[config.mk]
export PLATFORM = sky130hd
export DESIGN_NAME = spx_exec
export DESIGN_NICKNAME = d
export VERILOG_FILES = /design/src/rtl/spx_pkg.sv /design/src/rtl/spx_exec.sv
export SDC_FILE = /design/constraint.sdc
export NUM_CORES = 1
export LEC_CHECK = 0
export BUFFER_PORTS_ARGS = -buffer_cell sky130_fd_sc_hd__buf_2
export CAP_MARGIN = 30
export CORE_MARGIN = 2
export CORE_UTILIZATION = 30
export CTS_CLUSTER_SIZE = 40
export DETAILED_ROUTE_END_ITERATION = 8
export PLACE_DENSITY = 0.5
export SYNTH_ARGS = -nofsm -noshare
export SYNTH_HDL_FRONTEND = slang
export SYNTH_SLANG_ARGS = --single-unit
[constraint.sdc]
create_clock -name clk -period 3.9 [get_ports clk]
set_input_delay 1.17 -clock clk [delete_from_list [all_inputs] [get_ports clk]]
set_output_delay 1.17 -clock clk [all_outputs]
set_load 0.02 [all_outputs]
[src/rtl/spx_pkg.sv]
// Purpose: Shared constants and types for the pointer-stack instruction unit
// Assumes: 12-bit data address space, 16-bit instruction words
// Notes:   Each instruction cycle is four clock phases

// ****************************************
// Package
// ****************************************
package spx_pkg;
    localparam int ADDR_W = 12;
    localparam int DATA_W = 8;
    localparam int INSTR_W = 16;
    localparam int NUM_PTR = 3;
    localparam int STACK_PTR_IDX = 2;
    localparam int MOVE_CYCLES = 2;

    // Opcode patterns and field positions
    localparam logic [8:0] OPC_MOVE_SRC = 9'h1d7;
    localparam logic [3:0] OPC_MOVE_DST = 4'hf;
    localparam logic [7:0] OPC_PUSH = 8'hfa;
    localparam logic [7:0] OPC_SUB = 8'he9;
    localparam logic [1:0] SEL_RETURN = 2'h3;
    localparam int OFFSET_LSB = 0;
    localparam int OFFSET_W = 7;
    localparam int LIT_W = 8;
    localparam int SUB_LIT_W = 6;
    localparam int SEL_LSB = 6;

    // Reset values and pointer decrement step
    localparam logic [ADDR_W-1:0] PTR_RST = 12'h000;
    localparam logic [DATA_W-1:0] DATA_ZERO = 8'h00;
    localparam logic [INSTR_W-1:0] INSTR_RST = 16'h0000;
    localparam logic [ADDR_W-1:0] PTR_DEC = 12'h001;

    typedef enum logic [1:0] {PH_Q1, PH_Q2, PH_Q3, PH_Q4} spx_phase_t;
    typedef enum logic {ST_IDLE, ST_MOVE_WAIT} spx_state_t;
    typedef enum logic [2:0] {OP_NONE, OP_MOVE_SRC, OP_MOVE_DST, OP_PUSH, OP_SUB} spx_op_t;

    typedef struct packed {
        logic rd;
        logic wr;
        logic [ADDR_W-1:0] addr;
        logic [DATA_W-1:0] wdata;
    } spx_mem_t;

    typedef struct packed {
        logic en;
        logic [1:0] sel;
        logic [ADDR_W-1:0] value;
    } spx_ptr_load_t;

    localparam spx_mem_t MEM_IDLE = '{rd: 1'b0, wr: 1'b0, addr: PTR_RST, wdata: DATA_ZERO};
endpackage

[src/rtl/spx_exec.sv]
// Purpose: Executes stack-relative move, push-literal and subtract-literal-from-pointer
// Assumes: Instruction word and memory read data are synchronous to clk
// Notes:   Instruction taken in phase Q1; memory access presented in phase Q4
`timescale 1ns/1ps

// Overview of operation
// - Stack-relative move takes two cycles: read source, then write destination.
// - Push-literal stores the 8-bit literal at stack pointer two; flags untouched.
// - After the push store, stack pointer two drops by one; single cycle.
// - Subtract 6-bit literal from selected pointer 0..2; one cycle, opcode decoded.
// - Move addresses are stack pointer two plus separate 7-bit unsigned offsets.
// - A move source hitting an indirect register reads as zero.
// - A move destination hitting an indirect register suppresses the write.
module spx_exec (
    // Clock and reset
    input wire logic clk,
    input wire logic rstn,
    // Instruction stream
    input wire logic instr_valid,
    input wire logic [spx_pkg::INSTR_W-1:0] instr_word,
    output logic instr_ready,
    output logic busy,
    // Data memory
    output spx_pkg::spx_mem_t mem_req,
    input wire logic [spx_pkg::DATA_W-1:0] mem_rdata,
    input wire logic addr_indirect,
    // Pointer registers
    input wire spx_pkg::spx_ptr_load_t ptr_load,
    output logic [spx_pkg::NUM_PTR-1:0][spx_pkg::ADDR_W-1:0] ptr_out
);
    import spx_pkg::*;

    // ****************************************
    // State
    // ****************************************
    spx_phase_t phase_reg, phase_next;
    spx_state_t st_reg, st_next;
    spx_op_t op_reg, op_next;
    logic [INSTR_W-1:0] ir_reg, ir_next;
    logic [DATA_W-1:0] src_data_reg, src_data_next;
    spx_mem_t mem_reg, mem_next;
    logic [NUM_PTR-1:0][ADDR_W-1:0] ptr_reg, ptr_next;

    logic [ADDR_W-1:0] offset_ext;
    logic [ADDR_W-1:0] sub_lit_ext;
    logic [1:0] sel;

    assign offset_ext = {{(ADDR_W-OFFSET_W){1'b0}}, ir_reg[OFFSET_LSB +: OFFSET_W]};
    assign sub_lit_ext = {{(ADDR_W-SUB_LIT_W){1'b0}}, ir_reg[SUB_LIT_W-1:0]};
    assign sel = ir_reg[SEL_LSB +: 2];

    // ****************************************
    // Next state
    // ****************************************
    always_comb begin
        phase_next = phase_reg;
        st_next = st_reg;
        op_next = op_reg;
        ir_next = ir_reg;
        src_data_next = src_data_reg;
        mem_next = mem_reg;
        ptr_next = ptr_reg;
        if (ptr_load.en && ptr_load.sel != SEL_RETURN) begin
            ptr_next[ptr_load.sel] = ptr_load.value;
        end
        case (phase_reg)
            PH_Q1: begin
                phase_next = PH_Q2;
                op_next = OP_NONE;
                if (instr_valid) begin
                    ir_next = instr_word;
                    if (st_reg == ST_MOVE_WAIT) begin
                        st_next = ST_IDLE;
                        if (instr_word[15:12] == OPC_MOVE_DST) begin
                            op_next = OP_MOVE_DST;
                        end
                    end else if (instr_word[15:7] == OPC_MOVE_SRC) begin
                        op_next = OP_MOVE_SRC;
                        st_next = ST_MOVE_WAIT;
                    end else if (instr_word[15:8] == OPC_PUSH) begin
                        op_next = OP_PUSH;
                    end else if (instr_word[15:8] == OPC_SUB && instr_word[7:6] != SEL_RETURN) begin
                        op_next = OP_SUB;
                    end
                end
            end
            PH_Q2: begin
                phase_next = PH_Q3;
            end
            PH_Q3: begin
                phase_next = PH_Q4;
                case (op_reg)
                    OP_MOVE_SRC: begin
                        mem_next.addr = ptr_reg[STACK_PTR_IDX] + offset_ext;
                        mem_next.rd = 1'b1;
                    end
                    OP_MOVE_DST: begin
                        mem_next.addr = ptr_reg[STACK_PTR_IDX] + offset_ext;
                        mem_next.wr = 1'b1;
                        mem_next.wdata = src_data_reg;
                    end
                    OP_PUSH: begin
                        mem_next.addr = ptr_reg[STACK_PTR_IDX];
                        mem_next.wr = 1'b1;
                        mem_next.wdata = ir_reg[LIT_W-1:0];
                    end
                    default: begin
                        mem_next = mem_reg;
                    end
                endcase
            end
            PH_Q4: begin
                phase_next = PH_Q1;
                mem_next.rd = 1'b0;
                mem_next.wr = 1'b0;
                case (op_reg)
                    OP_MOVE_SRC: begin
                        src_data_next = addr_indirect ? DATA_ZERO : mem_rdata;
                    end
                    OP_PUSH: begin
                        ptr_next[STACK_PTR_IDX] = ptr_reg[STACK_PTR_IDX] - PTR_DEC;
                    end
                    OP_SUB: begin
                        ptr_next[sel] = ptr_reg[sel] - sub_lit_ext;
                    end
                    default: begin
                        src_data_next = src_data_reg;
                    end
                endcase
            end
            default: begin
                phase_next = PH_Q1;
            end
        endcase
    end

    // ****************************************
    // Registers
    // ****************************************
    always_ff @(posedge clk) begin
        if (!rstn) begin
            phase_reg <= PH_Q1;
            st_reg <= ST_IDLE;
            op_reg <= OP_NONE;
            ir_reg <= INSTR_RST;
            src_data_reg <= DATA_ZERO;
            mem_reg <= MEM_IDLE;
            ptr_reg <= '0;
        end else begin
            phase_reg <= phase_next;
            st_reg <= st_next;
            op_reg <= op_next;
            ir_reg <= ir_next;
            src_data_reg <= src_data_next;
            mem_reg <= mem_next;
            ptr_reg <= ptr_next;
        end
    end

    // ****************************************
    // Outputs
    // ****************************************
    always_comb begin
        mem_req = mem_reg;
        mem_req.wr = mem_reg.wr && !(op_reg == OP_MOVE_DST && addr_indirect);
    end
    assign instr_ready = (phase_reg == PH_Q1);
    assign busy = (st_reg == ST_MOVE_WAIT);
    assign ptr_out = ptr_reg;

    // ****************************************
    // Assertions
    // ****************************************
    logic [ADDR_W-1:0] exp_move_addr, exp_sub;
    logic exp_sub_load;
    assign exp_move_addr = ptr_reg[STACK_PTR_IDX] + offset_ext;
    assign exp_sub = ptr_reg[sel] - sub_lit_ext;
    assign exp_sub_load = ptr_load.en;
endmodule

After elaboration in Yosys (flattened, before gate mapping) --
Cells that the tools add are included. W data, S select, Z words.
Storage, ports and cells: output and inout bits 60, logic and storage cells 80, register bits after elaboration 80
Cells by class: multiplexer cells 27, $lt $le $gt $ge 4, eq/ne operators 15, $add $sub $neg 3, reductions and logical operators 19
Operators by type and width (count):
- $bwmux W36 | 2
- $mux W36 | 2
- $demux W12 S2 | 2
- $pmux W12 S2 | 2
- $mux W12 | 3
- $bmux W12 S2 | 1
- $mux W24 | 1
- $eq A8 B8 Y1 const B | 2
- $pmux W8 S2 | 1
- $mux W3 | 5
- $add A12 B7 Y12 | 1
- $reduce_and A2 Y1 | 6
- $sub A12 B1 Y12 const B | 1
- $sub A12 B6 Y12 | 1
- $eq A9 B9 Y1 const B | 1
- $mux W8 | 1
- $pmux W2 S4 | 1
- $eq A3 B2 Y1 const B | 2
- $logic_and A1 B1 Y1 | 6
- $lt A2 B3 Y1 const B | 2
- $ne A2 B2 Y1 const B | 3
- $reduce_bool A2 Y1 | 3
- $eq A2 B2 Y1 const B | 2
- $eq A4 B4 Y1 const B | 1
- other kinds (11) | 16

Longest topological paths before layout --
depth after elaboration 9, depth in mapped cells 14, gate-level depth less buffers 12

Least setup slack after synthesis --
Ideal clock, no wire load.
kind input -> output, start point input addr_indirect, end point output mem_req[20] (netlist name), slack 918 ps, cell stages on the path 3, path buffers 1, arrival 1812 ps, path through buf_1 inv_1 o31a_1
RTL lines:
- start: declaration | RTL line spx_exec.sv:26 | input wire logic addr_indirect,
- end: declaration | RTL line spx_exec.sv:24 | output spx_pkg::spx_mem_t mem_req,

Final worst setup path --
start point register ir_reg[6], end point register ptr_reg, in the netlist ptr_out[18]
On the way: word-level cells in the longest chain between the ends 7, elaborated cells between the ends (all ways) 11
Ends and longest elaborated chain:
- start: declaration | RTL line spx_exec.sv:39 | logic [INSTR_W-1:0] ir_reg, ir_next;
- start signal: assignment | RTL line spx_exec.sv:153 | ir_reg <= ir_next;
- parallel branches: the longest is 4 deep, another holds $sub A12 B6 Y12
- $bwmux W36 (*) | RTL line spx_exec.sv:124 | ptr_next[sel] = ptr_reg[sel] - sub_lit_ext;
- $mux W24 (*) | RTL line spx_exec.sv:116 | case (op_reg)
- $mux W36 (*) | RTL line spx_exec.sv:66 | case (phase_reg)
- end signal: assignment | RTL line spx_exec.sv:156 | ptr_reg <= ptr_next;
- end: declaration | RTL line spx_exec.sv:42 | logic [NUM_PTR-1:0][ADDR_W-1:0] ptr_reg, ptr_next;
Mark *: on every way between the ends. The select of a mux whose other input is x is not followed. A chain may end at the register's enable or synchronous reset.

==> results.toml <==
[outcome]
status = "finished clean"

[drt]
drtPass1Iterations = 4
post_drt_wl_per_cell_um = 17.1
vias_per_cell = 5.15
remaining_drc_errors = 0
vias = 4764
wl_um = 15800
dr.first_iter.drc_count = 270
final_antenna_net_count = 0

[yosys]
syn_area_per_cell_um2 = 8.09
syn_nets = 701
synth_edf_count = 0
yosysSeqAreaShare = 0.310
synth_cell_types = 72
synth_warnings = 0
synth_flop_cell = "dfxtp_1"
synth-seq-cells = 80
syn_inst = 638
netlist_area_mm2 = 0.00516
synthTopCellsByArea = "dfxtp_1, mux2i_1, a21oi_1"
synth.top_cell.area_share = 0.310
synth.largest_area_cell = "dfxtp_1"
synthArstFlopShare = 0

[power_and_ir_drop]
pwr-share-seq = 0.389
leakagePower_nw = 2.43
p_int_mw = 1.56
vdd_drop_max_mv = 0.233
clockPowerShare = 0.373
p_per_area_mw_per_mm2 = 380
pwr-share-comb = 0.239
netSwitchingPower_mw = 0.720
switching_share = 0.316

[floorplan]
io_pins = 103
die_y_um = 135
die_area_mm2 = 0.0183
fp-row-count = 47
initial_utilization = 0.309
die_w_um = 135
core_area_mm2 = 0.0167

[clock_tree]
clk_latency_ps = 350
cts_resized = 0
cts_setup_buffers = 0
hold_buffers = 0
path_clk_slew_ps = 60
cts_tree = "done"
clockBufferDepth = 2
cts_sinks = 80
cts_inserted_buffers = 9
cts_root_buf = "clkbuf_16"
h-tree-depth = 3

[timing]
setup-violations-final = 0
maxSlewHeadroom = 0.300
fmax_mhz = 330
fin_tns_setup_ps = 0
fin_crit_sh = 0.778
period_needed_ps = 3030
maxSlewViolCount = 0
skew_ps = 3.06
max_slew.worst_pin.slew_ps = 1050
rsz0062_at_grt = "no"
hold_violations = 0

[layout]
antennaDiodeCount = 0
final_cell_mix = "buf_2, dfxtp_1, nor2_1, nand2_1, a21oi_1"
instances_no_fill = 925
layout-drive-gt1-share = 0.214
fillers = 1793
regArea_mm2 = 0.00160
largest_register_ffs = 36
area_growth_pct = 16.1
nNetsFinal = 764
multiInputGateArea_mm2 = 0.00316
layout_commonest_cell = "buf_2"

[hold_path]
min_from = "mem_req[14]"
worst_hold_path_type = "register to register"

[placement]
dp.cells = 910
dp_hpwl_um = 12000
port_buffers = 102
gp_congestion = 0.839

[worst_setup_path]
start_kind = "register"
arrival_ps = 3290
worstSetupStartpoint = "ir_reg[6]"
cp-end-kind = "register"
rr_startpoint = "ir_reg[6]"
path_class = "register to register"
worstPathMaxFanout = 20
crit_required_ps = 4160

[grt]
grt_max_degree = 44
grt_pass1_wl_um = 24900
gr-usage-all-layers = 0.176
grt_pass1_vias = 4743
grt-ovfl-total = 0
antenna_found_initial = 1

[run]
maxCapViolations = 0
[cells in the mapped netlist, types with 3 or more instances]
cell       number
a211oi_1       25
a21oi_1        57
a22oi_1         4
a31oi_1         3
and2_1          4
buf_1           4
buf_2           5
buf_4          22
clkbuf_1       27
dfxtp_1        80
ha_1           18
inv_1          20
mux2_2          9
mux2i_1        39
nand2_1        65
nand2b_1        6
nand3_1        13
nand3b_1        4
nand4_1         3
nor2_1         73
nor2b_1         5
nor3_1          5
nor3b_1        11
nor4_1          4
o2111ai_1       3
o211ai_1        5
o21a_1          5
o21ai_0        35
o21bai_1        3
o22ai_1         6
o31a_1          3
o31ai_1         4
o32ai_1         3
xnor2_1        14
xor2_1          6
[stage by stage]
step	util	setup WS (ps)	hold slack [ps]	total power, mW	instance area [um2]
final	0.359	867	479	2.28	5990
after global routing	0.359	586	507	2.40	5990
after CTS	0.359	843	489	2.31	5990
after detailed placement	0.342	862	478	1.45	5700
after global placement	0.342	935	467	1.44	5700
after floorplan	-	918	450	1.29	5160
[path summary, 6_finish.rpt]
check	endpoint	slack, ps	cells past startpoint
worst max-delay path	ptr_out[18]	870	13
worst min-delay path	mem_req[14]	480	2
worst min register to register	mem_req[14]	480	2
worst max register to register	ptr_out[18]	870	13
[routing by layer]
layer | vias up | wire [um] | global-route usage
met1 | 2235 | 7000 | 0.220
met3 | 28 | 761 | 0.0378
li1 | 2388 | - | -
met2 | 113 | 7690 | 0.296
met5 | - | 0 | 0
met4 | 0 | 393 | 0.0677
[logic make-up after synthesis]
logic type / synth area share
and+or+nand+nor: 0.208
AOI/OAI and AO/OA: 0.222
buffers and inverters: 0.0790
DFF: 0.310
muxes: 0.0952
xor gates and xnor gates: 0.0339
adders and majority gates: 0.0514
[power groups by stage]
stage	Sequential [mW]	Clock [mW]	Combinational (mW)
floorplan	0.902	0	0.385
global placement	0.904	0	0.540
detailed placement	0.905	0	0.547
CTS	0.887	0.874	0.549
global route	0.889	0.904	0.609
finish	0.886	0.850	0.544
[critical path, stage by stage, from the launching register on]
cell      delay [ps]
dfxtp_1          320
buf_4            310
mux2i_1          230
nor2_1            50
a21oi_1          120
ha_1             180
inv_1             50
fa_1             400
a21oi_1          210
o211ai_1         240
nor2_1           170
xor2_1           320
nor2_1           100
a211oi_1         230
[area by class of cell]
cell class,count,share of cell area
clock buffer,12,0.0411
clock inverter,3,0.00710
inverter,21,0.0132
multi-input combinational,477,0.528
sequential,80,0.267
tap,220,0.0459
timing repair buffer,112,0.0977
Note: power is estimated with default switching activity, not from simulation.
